File: src/rtl/uem_pkg.sv
package uem_pkg;

	// configuration address and data widths
	localparam int unsigned ADDR_W = 12;
	localparam int unsigned DATA_W = 32;
	localparam int unsigned BE_W   = 4;

	// register offsets in extended configuration space (byte addresses)
	localparam logic [11:0] CAP_HDR_OFS  = 12'h100;
	localparam logic [11:0] NEXT_PTR_OFS = 12'h102;
	localparam logic [11:0] FLAGS_OFS    = 12'h104;
	localparam logic [11:0] SUPPR_OFS    = 12'h108;

	// capability header word contents
	localparam logic [15:0] CAP_ID_VAL   = 16'h0001;
	localparam logic [3:0]  CAP_VER_VAL  = 4'h1;
	localparam logic [11:0] NEXT_VC_OFS  = 12'h150;
	localparam logic [11:0] NEXT_END_OFS = 12'h000;

	// error bit positions shared by the flag and suppress registers
	localparam int unsigned BIT_UNSUP   = 20;
	localparam int unsigned BIT_E2E_CRC = 19;
	localparam int unsigned BIT_MALFORM = 18;
	localparam int unsigned BIT_OVERRUN = 17;
	localparam int unsigned BIT_STRAY   = 16;
	localparam int unsigned BIT_CABORT  = 15;
	localparam int unsigned BIT_EXPIRY  = 14;
	localparam int unsigned BIT_FCPROT  = 13;
	localparam int unsigned BIT_POISON  = 12;
	localparam int unsigned BIT_DLLPROT = 4;

	// implemented bits; all others are reserved and read zero
	localparam logic [31:0] DEFINED_BITS = 32'h001f_f010;
	localparam logic [31:0] FLAGS_RST    = 32'h0000_0000;
	localparam logic [31:0] SUPPR_RST    = 32'h0000_0000;

	// first-error pointer width and reset value
	localparam int unsigned PTR_W   = 5;
	localparam logic [4:0]  PTR_RST = 5'h00;

	// pin synchroniser depth
	localparam int unsigned SYNC_STAGES = 3;

	// expand byte enables into a bit mask
	function automatic logic [31:0] uem_be_expand(input logic [3:0] be);
		logic [31:0] m;
		m = 32'h0000_0000;
		for (int i = 0; i < 4; i++) begin
			m[i*8 +: 8] = {8{be[i]}};
		end
		return m;
	endfunction : uem_be_expand

	// index of the lowest set bit, zero when none is set
	function automatic logic [4:0] uem_lowest_set(input logic [31:0] v);
		logic [4:0] idx;
		idx = 5'h00;
		for (int i = 31; i >= 0; i--) begin
			if (v[i]) begin
				idx = 5'(i);
			end
		end
		return idx;
	endfunction : uem_lowest_set

endpackage : uem_pkg

File: src/rtl/uem_pin_sync.sv
`timescale 1ns/100ps

// three-stage synchroniser for an asynchronous reset pin; the level only moves
// once the second and third stages agree, which filters one-cycle glitches
module uem_pin_sync #(
	parameter logic RST_VAL = 1'b1
) (
	input  wire logic mclk_i,
	input  wire logic rst_i,
	input  wire logic pin_i,
	output logic      level_o
);
	import uem_pkg::*;

	logic [SYNC_STAGES-1:0] stage_r;
	logic                   level_r;

	// shift chain; first stage feeds only the second
	always_ff @(posedge mclk_i) begin
		if (rst_i) begin
			stage_r <= {SYNC_STAGES{RST_VAL}};
		end else begin
			stage_r <= {stage_r[SYNC_STAGES-2:0], pin_i};
		end
	end

	// accept a new level only when stages two and three agree
	always_ff @(posedge mclk_i) begin
		if (rst_i) begin
			level_r <= RST_VAL;
		end else if (stage_r[1] == stage_r[2]) begin
			level_r <= stage_r[2];
		end
	end

	assign level_o = level_r;

endmodule : uem_pin_sync

File: src/rtl/uem_lane_merge.sv
`timescale 1ns/100ps

// byte-lane write helper: read/write merge and write-one-to-clear mask
module uem_lane_merge (
	input  wire logic [31:0] old_i,
	input  wire logic [31:0] wdata_i,
	input  wire logic [3:0]  be_i,
	input  wire logic [31:0] keep_i,
	output logic      [31:0] merged_o,
	output logic      [31:0] clear_o
);
	import uem_pkg::*;

	logic [31:0] lane_m;

	// only enabled lanes and implemented bits take part
	always_comb begin
		lane_m   = uem_be_expand(be_i) & keep_i;
		merged_o = (old_i & ~lane_m) | (wdata_i & lane_m);
		clear_o  = wdata_i & lane_m;
	end

endmodule : uem_lane_merge

File: src/rtl/uem_core.sv
// Function
// - with virtual-channel enable low, the next pointer field reads 000h
// - with virtual-channel enable high, the next pointer field reads 150h
// - capability version reads 1h; the whole pointer/version word is read-only
// - flag bits clear only on written ones, zeros keep them, reset to zero
// - unsupported request received sets flag bit 20
// - end-to-end CRC error sets flag bit 19
// - malformed packet sets flag bit 18
// - partner exceeding advertised credits sets flag bit 17
// - completion matching no outstanding request sets flag bit 16
// - returning a completer-abort status sets flag bit 15
// - completion time-out on an issued request sets flag bit 14
// - flow-control protocol violation, init or normal, sets flag bit 13
// - poisoned packet received sets flag bit 12
// - data link layer protocol error sets flag bit 4
// - bits 31:21, 11:5 and 3:0 of flags and suppress read zero, read-only
// - suppressed error sets no flag, no message, no header load, no pointer
// - suppress bits at 20..12 and 4 are read/write, reset to zero
// - flags and suppress reset by fundamental, global, power-on; not hot reset
`timescale 1ns/100ps

module uem_core (
	input  wire logic                       mclk_i,
	input  wire logic                       rst_i,
	input  wire logic                       fund_reset_pin_n_i,
	input  wire logic                       global_reset_pin_n_i,
	input  wire logic                       hot_reset_i,
	input  wire logic                       vchan_struct_present_enable_i,
	input  wire logic                       unsupported_request_evt_i,
	input  wire logic                       end_to_end_crc_fault_evt_i,
	input  wire logic                       malformed_packet_evt_i,
	input  wire logic                       credit_overrun_evt_i,
	input  wire logic                       stray_completion_evt_i,
	input  wire logic                       completer_abort_evt_i,
	input  wire logic                       completion_expiry_evt_i,
	input  wire logic                       flow_credit_protocol_evt_i,
	input  wire logic                       poisoned_packet_evt_i,
	input  wire logic                       dll_protocol_evt_i,
	input  wire logic                       cfg_req_i,
	input  wire logic                       cfg_wr_i,
	input  wire logic [uem_pkg::ADDR_W-1:0] cfg_addr_i,
	input  wire logic [uem_pkg::BE_W-1:0]   cfg_be_i,
	input  wire logic [uem_pkg::DATA_W-1:0] cfg_wdata_i,
	output logic                            cfg_ack_o,
	output logic      [uem_pkg::DATA_W-1:0] cfg_rdata_o,
	output logic                            err_report_o,
	output logic      [uem_pkg::DATA_W-1:0] err_report_vec_o,
	output logic                            hdr_log_load_o,
	output logic      [uem_pkg::PTR_W-1:0]  first_err_ptr_o,
	output logic                            first_err_valid_o
);
	import uem_pkg::*;

	// synchronised reset pin levels (active low, as on the pins)
	logic                fund_level;
	logic                glob_level;
	logic                sticky_rst;

	// register state
	logic [DATA_W-1:0]   flags_r;
	logic [DATA_W-1:0]   flags_nxt;
	logic [DATA_W-1:0]   suppr_r;
	logic [DATA_W-1:0]   suppr_nxt;

	// event gathering
	logic [DATA_W-1:0]   evt_vec;
	logic [DATA_W-1:0]   pass_vec;

	// config decode
	logic                hit_hdr;
	logic                hit_flags;
	logic                hit_suppr;
	logic                wr_flags;
	logic                wr_suppr;
	logic [DATA_W-1:0]   flags_clear;
	logic [DATA_W-1:0]   suppr_merged;
	logic [DATA_W-1:0]   rdata_nxt;
	logic [15:0]         next_ptr_ver;

	// response and report registers
	logic                cfg_ack_r;
	logic [DATA_W-1:0]   cfg_rdata_r;
	logic                err_report_r;
	logic [DATA_W-1:0]   err_report_vec_r;
	logic                hdr_log_load_r;
	logic [PTR_W-1:0]    first_err_ptr_r;
	logic                first_err_valid_r;
	logic                ptr_still_set;

	// reset pins come from off-chip, so they pass the three-stage filter
	uem_pin_sync #(
		.RST_VAL (1'b1)
	) u_fund_sync (
		.mclk_i  (mclk_i),
		.rst_i   (rst_i),
		.pin_i   (fund_reset_pin_n_i),
		.level_o (fund_level)
	);

	uem_pin_sync #(
		.RST_VAL (1'b1)
	) u_glob_sync (
		.mclk_i  (mclk_i),
		.rst_i   (rst_i),
		.pin_i   (global_reset_pin_n_i),
		.level_o (glob_level)
	);

	// the error registers survive a hot reset; only deeper resets clear them
	assign sticky_rst = rst_i | ~fund_level | ~glob_level;

	// place each error event at its flag position; reserved positions stay 0
	always_comb begin
		evt_vec              = 32'h0000_0000;
		evt_vec[BIT_UNSUP]   = unsupported_request_evt_i;
		evt_vec[BIT_E2E_CRC] = end_to_end_crc_fault_evt_i;
		evt_vec[BIT_MALFORM] = malformed_packet_evt_i;
		evt_vec[BIT_OVERRUN] = credit_overrun_evt_i;
		evt_vec[BIT_STRAY]   = stray_completion_evt_i;
		evt_vec[BIT_CABORT]  = completer_abort_evt_i;
		evt_vec[BIT_EXPIRY]  = completion_expiry_evt_i;
		evt_vec[BIT_FCPROT]  = flow_credit_protocol_evt_i;
		evt_vec[BIT_POISON]  = poisoned_packet_evt_i;
		evt_vec[BIT_DLLPROT] = dll_protocol_evt_i;
	end

	// suppressed errors go no further than this gate
	assign pass_vec = evt_vec & ~suppr_r & DEFINED_BITS;

	// address decode on dword boundaries; the pointer word is the upper half
	// of the dword at the capability header
	assign hit_hdr   = cfg_addr_i[11:2] == CAP_HDR_OFS[11:2];
	assign hit_flags = cfg_addr_i[11:2] == FLAGS_OFS[11:2];
	assign hit_suppr = cfg_addr_i[11:2] == SUPPR_OFS[11:2];
	assign wr_flags  = cfg_req_i & cfg_wr_i & hit_flags;
	assign wr_suppr  = cfg_req_i & cfg_wr_i & hit_suppr;

	// byte-lane handling for both writable registers
	uem_lane_merge u_flags_lanes (
		.old_i    (flags_r),
		.wdata_i  (cfg_wdata_i),
		.be_i     (cfg_be_i),
		.keep_i   (DEFINED_BITS),
		.merged_o (),
		.clear_o  (flags_clear)
	);

	uem_lane_merge u_suppr_lanes (
		.old_i    (suppr_r),
		.wdata_i  (cfg_wdata_i),
		.be_i     (cfg_be_i),
		.keep_i   (DEFINED_BITS),
		.merged_o (suppr_merged),
		.clear_o  ()
	);

	// flag update: clear by written ones, then set by passing events, so a
	// coinciding event always wins and is never lost
	always_comb begin
		flags_nxt = flags_r;
		if (wr_flags) begin
			flags_nxt = flags_nxt & ~flags_clear;
		end
		flags_nxt = (flags_nxt | pass_vec) & DEFINED_BITS;
	end

	// flag register, cleared by fundamental, global or power-on reset
	always_ff @(posedge mclk_i) begin
		if (sticky_rst) begin
			flags_r <= FLAGS_RST;
		end else begin
			flags_r <= flags_nxt;
		end
	end

	// suppress register: plain read/write on implemented bits only
	always_comb begin
		suppr_nxt = suppr_r;
		if (wr_suppr) begin
			suppr_nxt = suppr_merged & DEFINED_BITS;
		end
	end

	always_ff @(posedge mclk_i) begin
		if (sticky_rst) begin
			suppr_r <= SUPPR_RST;
		end else begin
			suppr_r <= suppr_nxt;
		end
	end

	// pointer/version half-word; the enable comes from the general control
	// register elsewhere and is read live, so it takes effect at once
	always_comb begin
		if (vchan_struct_present_enable_i) begin
			next_ptr_ver = {NEXT_VC_OFS, CAP_VER_VAL};
		end else begin
			next_ptr_ver = {NEXT_END_OFS, CAP_VER_VAL};
		end
	end

	// read mux; writes to the header dword are dropped as it is read-only
	always_comb begin
		rdata_nxt = 32'h0000_0000;
		if (hit_hdr) begin
			rdata_nxt = {next_ptr_ver, CAP_ID_VAL};
		end else if (hit_flags) begin
			rdata_nxt = flags_r & DEFINED_BITS;
		end else if (hit_suppr) begin
			rdata_nxt = suppr_r & DEFINED_BITS;
		end
	end

	// config answer: one cycle after the request, for reads and writes alike;
	// a hot reset drops an answer in flight since the link is going down
	always_ff @(posedge mclk_i) begin
		if (rst_i || hot_reset_i) begin
			cfg_ack_r <= 1'b0;
		end else begin
			cfg_ack_r <= cfg_req_i;
		end
	end

	// read data hold until the next request; write answers return zero
	always_ff @(posedge mclk_i) begin
		if (rst_i || hot_reset_i) begin
			cfg_rdata_r <= 32'h0000_0000;
		end else if (cfg_req_i) begin
			cfg_rdata_r <= cfg_wr_i ? 32'h0000_0000 : rdata_nxt;
		end
	end

	// error message request toward the message generator, one-cycle pulse;
	// the vector tells which unsuppressed errors caused it
	always_ff @(posedge mclk_i) begin
		if (rst_i || hot_reset_i) begin
			err_report_r     <= 1'b0;
			err_report_vec_r <= 32'h0000_0000;
		end else begin
			err_report_r     <= |pass_vec;
			err_report_vec_r <= pass_vec;
		end
	end

	// the pointed error is still outstanding while its flag stays set
	assign ptr_still_set = first_err_valid_r & flags_r[first_err_ptr_r];

	// first-error pointer: loaded only when no earlier error is outstanding;
	// among simultaneous errors the lowest bit position is taken
	always_ff @(posedge mclk_i) begin
		if (sticky_rst) begin
			first_err_ptr_r   <= PTR_RST;
			first_err_valid_r <= 1'b0;
		end else if (!ptr_still_set && |pass_vec) begin
			first_err_ptr_r   <= uem_lowest_set(pass_vec);
			first_err_valid_r <= 1'b1;
		end else if (!ptr_still_set) begin
			first_err_valid_r <= 1'b0;
		end
	end

	// header log load strobe follows the pointer update; a suppressed
	// error never reaches it, so the log keeps the first real error;
	// held low under the deep resets too, since the pointer is held there
	always_ff @(posedge mclk_i) begin
		if (sticky_rst || hot_reset_i) begin
			hdr_log_load_r <= 1'b0;
		end else begin
			hdr_log_load_r <= !ptr_still_set && |pass_vec;
		end
	end

	// every output straight from a flip-flop
	assign cfg_ack_o         = cfg_ack_r;
	assign cfg_rdata_o       = cfg_rdata_r;
	assign err_report_o      = err_report_r;
	assign err_report_vec_o  = err_report_vec_r;
	assign hdr_log_load_o    = hdr_log_load_r;
	assign first_err_ptr_o   = first_err_ptr_r;
	assign first_err_valid_o = first_err_valid_r;

endmodule : uem_core

File: config.mk
export PLATFORM = sky130hd
export DESIGN_NAME = uem_core
export DESIGN_NICKNAME = d
export VERILOG_FILES = /design/src/rtl/uem_pkg.sv /design/src/rtl/uem_pin_sync.sv /design/src/rtl/uem_lane_merge.sv /design/src/rtl/uem_core.sv
export SDC_FILE = /design/constraint.sdc
export NUM_CORES = 1
export LEC_CHECK = 0
export BUFFER_PORTS_ARGS = -buffer_cell sky130_fd_sc_hd__buf_2
export CAP_MARGIN = 20
export CORE_ASPECT_RATIO = 1.25
export CORE_MARGIN = 5
export CORE_UTILIZATION = 35
export CTS_CLUSTER_SIZE = 10
export DETAILED_ROUTE_END_ITERATION = 12
export GPL_TIMING_DRIVEN = 0
export PLACE_DENSITY = 0.61
export REMOVE_ABC_BUFFERS = 1
export SLEW_MARGIN = 10
export SYNTH_ARGS = -nofsm -noshare
export SYNTH_HDL_FRONTEND = slang
export SYNTH_SLANG_ARGS = --single-unit
File: constraint.sdc
create_clock -name mclk_i -period 2.2 [get_ports mclk_i]
set_input_delay 0 -clock mclk_i [delete_from_list [all_inputs] [get_ports mclk_i]]
set_output_delay 0 -clock mclk_i [all_outputs]
set_load 0.01 [all_outputs]
---- Word level (Yosys, flattened, before mapping) ----
Index checks and enable logic that the tools add are counted.
word-level totals
  flip-flop bits (word level) ............. 101
  bits of input ports ..................... 66
  output and inout bits ................... 73
  word-level logic and storage cells ...... 63
cells by class
  order comparisons ....................... 1
  equality and inequality tests ........... 6
  multiplexer cells ....................... 20
  bitwise logic cells ..................... 17
  reduce and logical (&&, ||, !) cells .... 5
operator list
  operator             number
  $and 21x21->21       4
  $mux 21              3
  $not 21->21          3
  $mux 5               10
  $or 21x21->21        2
  $mux 32              1
  $eq 10x7->1 const B  3
  $mux 29              1
  $mux 13              1
  $reduce_or 10->1     1
  $lt 5x6->1 const B   1
  $bmux 1 s5           1
  $and 1x1->1          4
  $mux 1               3
  $eq 1x1->1           2
  $logic_or 1x1->1     2
  $ne 2x1->1 const B   1
  $not 1->1            2
  $or 1x1->1           2
  $logic_and 1x1->1    1
  $logic_not 1->1      1

---- Depth between registers and ports, before layout ----
  depth after elaboration ................. 12
  gate-level depth with buffers ........... 7
  mapped depth without buffers ............ 5

---- Modules after synthesis ----
From an unflattened synthesis, not the netlist that was laid out.
unflattened totals
  cell total of the unflattened synthesis .. 501
  area total of the unflattened synthesis .. 4,125.2 µm²
modules (own cells, without submodules)
  module          times used  cells each  area each (µm²)  seq. area each (µm²)
  uem_core        1           281         2,543.7          1,021.0
  uem_lane_merge  2           100         675.6            0.0
  uem_pin_sync    2           10          115.1            80.1

---- Least setup slack after synthesis ----
No wires, ideal clock.
  path kind ............................... register -> register
  start ................................... register first_err_ptr_r[1] (netlist: first_err_ptr_o[1])
  end ..................................... register first_err_ptr_r[2] (netlist: first_err_ptr_o[2])
  library setup time ...................... 0.117 ns
  arrival ................................. 1.689 ns
  data required time ...................... 2.083 ns
  setup slack ............................. 0.393 ns
  cell stages (with the launch flop) ...... 7
  buffers on the path ..................... 1
  period minus slack after synthesis ...... 1.807 ns
  cells stage by stage .................... dfxtp_1 -> buf_2 -> mux2i_1 -> nor4b_1 -> o311ai_1 -> o211ai_1 -> a32o_1
between the ends
  longest elaborated chain between the ends .. 5
RTL lines
  item                          line             RTL
  from (decl)                   uem_core.sv:86   logic [PTR_W-1:0] first_err_ptr_r;
  from (signal assigned)        uem_core.sv:255  first_err_ptr_r <= uem_lowest_set(pass_vec);
  $bmux 1 s5                    uem_core.sv:246  assign ptr_still_set = first_err_valid_r & flags_r[first_err_ptr_r];
  $mux 1 (not written as such)  uem_core.sv:246
  $and 1x1->1                   uem_core.sv:246
  $logic_not 1->1               uem_core.sv:254  end else if (!ptr_still_set && |pass_vec) begin
  $logic_and 1x1->1             uem_core.sv:254
Every way passes these cells. The select of a mux whose other input is x is not followed.
A chain may end at the register's enable or synchronous reset.

---- Worst setup path in the final report ----
  start ................................... input port rst_i
  end ..................................... register cfg_rdata_r[12] (netlist: cfg_rdata_o[12])
between the ends
  longest elaborated chain between the ends .. 1
RTL lines
  item                  line             RTL
  from (decl)           uem_core.sv:24   input wire logic rst_i,
  $logic_or 1x1->1      uem_core.sv:226  if (rst_i || hot_reset_i) begin
  to (signal assigned)  uem_core.sv:229  cfg_rdata_r <= cfg_wr_i ? 32'h0000_0000 : rdata_nxt;
  to (decl)             uem_core.sv:82   logic [DATA_W-1:0] cfg_rdata_r;
Every way passes these cells.

==> out/metrics.yaml <==
core_sq_um: 7747
hold_viol: 0
worst-path-max-fanout: 17
cp.required_ns: 2.48
routed-via-count: 2270
critPathKind: "in2reg"
synthMostInstantiatedCell: "dfxtp_1"
rsz0062_at_grt: "no"
layout-drive-gt1-share_pct: 27.71
peakVddDrop_uv: 278.8
placed_cells: 453
die_h_microns: 109.1
area_growth_syn_to_layout_pct: 26.49
drtAntennaViolNets: 0
initial_core_util_pct: 35.48
synth_cell_types: 47
syn_area_sq_um: 2749
power.density_nw_per_um2: 723.3
gp_congestion: 0.8048
outcome: "completed"
routedWlPerCell_microns: 14.12
drc_errors: 0
track_usage_pct: 14.16
overflow: 0
fmax_mhz: 498.9
hpwl_microns: 5020
ys_seq_elements: 59
die_area_sq_um: 9737
synthFlopType: "dfxtp_1"
n_antenna_cell: 0
clk-insertion-delay-late_ns: 0.34
grt_pass1_vias: 2125
synth_edf_count: 0
fill_cells: 776
final_max_slew_viol_count: 0
yosys-top-cells-area: "dfxtp_1 (43%), buf_4 (11%), a22o_1 (5.7%), mux2i_1 (5.5%), nor2_1 (3.4%)"
rows: 36
worstSetupStartpointType: "input port"
clkTransAtPathRegs_ns: 0.07
yosysWarnings: 0
cap_violations: 0
die_w_microns: 89.27
cts_sinks: 59
synth_seq_area_share_pct: 42.97
power_mw: 2.515
netlist_instances: 299
period_needed_ns: 2.004
p_leak_nw: 1.599
cts_setup_buffers: 0
viasPerCell: 4.614
post-route-period-util_pct: 91.10
end_kind: "register"
cts_buffer_depth: 2
arrival_ns: 2.29
synth_top_cell_area_share_pct: 42.97
yosysTopAreaCell: "dfxtp_1"
cts_tree: "done"
nets: 458
tightest_slew_ns: 1.029
finalNonFillerCells: 492
io_pins: 139
io_buffer_count: 73
numCtsBuffers: 9
syn_avg_cell_area_sq_um: 9.194
hold_path_class: "in2reg"
htreeDepth: 3
wirelength_microns: 6948
fin_skew_ns: 0.01015
antenna_found_initial: 0
setup_viol: 0
ys_top_cells_by_count: "dfxtp_1 (59), buf_4 (42), nor2_1 (25)"
max_slew_margin_pct: 30.81
clockRootBuffer: "clkbuf_8"
grt_pass1_wl_microns: 10370
dr.pass1.iters: 4
synth-async-reset-ratio_pct: 0
grt_max_degree: 24
drt_iter0_drc: 104
-- critical path: stages --
cell,delay [ns]
dlygate4sd3_1,0.54
buf_2,0.17
or2_2,0.48
nor4_2,0.82
a22o_1,0.27
-- logic make-up (layout without fill, tap and decap cells) --
| family | after synthesis | in the layout | synth area share [%] |
|---|---|---|---|
| muxes | 16 | 16 | 5.871 |
| other | 1 | 40 | 0.1364 |
| DFF | 59 | 59 | 42.97 |
| and+or+nand+nor | 111 | 111 | 23.08 |
| buffers and inverters | 59 | 118 | 14.20 |
| AOI/OAI and AO/OA | 53 | 53 | 13.75 |
-- metal layers --
layer  part of all wire (%)  GRT usage [%]  wire length (microns)
met5                      0              0                      0
met4                    1.8          8.085                    127
met3                    6.9          3.099                    476
met2                     51          23.76                   3538
met1                     40          16.30                   2805
-- worst paths after layout --
path                                              from  depth (start not counted)                      to  slack (ns)
worst max-delay path                             rst_i                          5         cfg_rdata_o[12]        0.20
worst min-delay path                     cfg_addr_i[3]                          4         cfg_rdata_o[26]        0.01
worst min register to register  u_fund_sync.stage_r[0]                          1  u_fund_sync.stage_r[1]        0.42
worst max register to register      first_err_ptr_o[1]                          5      first_err_ptr_o[2]        0.26
-- timing repair --
action / in CTS / in global routing
endpoints found under the hold margin: 36 / 0
gates resized for setup: 0 / 2
hold buffers: 23 / 0
setup endpoints to repair: 0 / 6
-- through the flow --
step | TNS [ns] | hold slack, ns | worst slack [ns] | area, sq um | utilization, %
6_report | 0 | 0.01095 | 0.1958 | 3477 | 44.88
5_1_grt | 0 | 0.01814 | 0.07936 | 3477 | 44.88
4_1_cts | 0 | 0.001198 | 0.08253 | 3470 | 44.78
3_5_place_dp | -1.128 | 0.1880 | -0.2876 | 3012 | 38.87
3_3_place_gp | -0.8654 | 0.1822 | -0.2175 | 3012 | 38.87
2_1_floorplan | 0 | 0.07931 | 0.3800 | 2527 | -
-- cells in the final DEF (no fill, tap or decap), drive strengths merged, types with 4 or more instances in the layout --
cell / instances
inv: 6
dfxtp: 59
nor2: 30
conb: 40
a22o: 18
nand2: 23
nor4: 6
buf: 73
nor2b: 8
o21ai: 6
or2: 8
clkbuf: 12
nor3: 4
dlygate4sd3: 23
mux2i: 15
nand2b: 14
a21oi: 15
-- layout make-up --
cell class	count	area (sq um)	area share, %
well taps	95	118.9	3.419
multi-input cells	220	1330	38.25
clock buffers	12	155.1	4.462
clock inverters	4	72.57	2.087
repair buffers	96	595.6	17.13
flip-flops and latches	59	1182	34.00
inverters	6	22.52	0.6477
-- power breakdown --
part / switching [mW] / internal (mW)
Sequential: 0.0247 / 1.10
Clock: 0.442 / 0.698
Combinational: 0.142 / 0.105
Total: 0.609 / 1.91
Power figures use the tool's default switching activity.
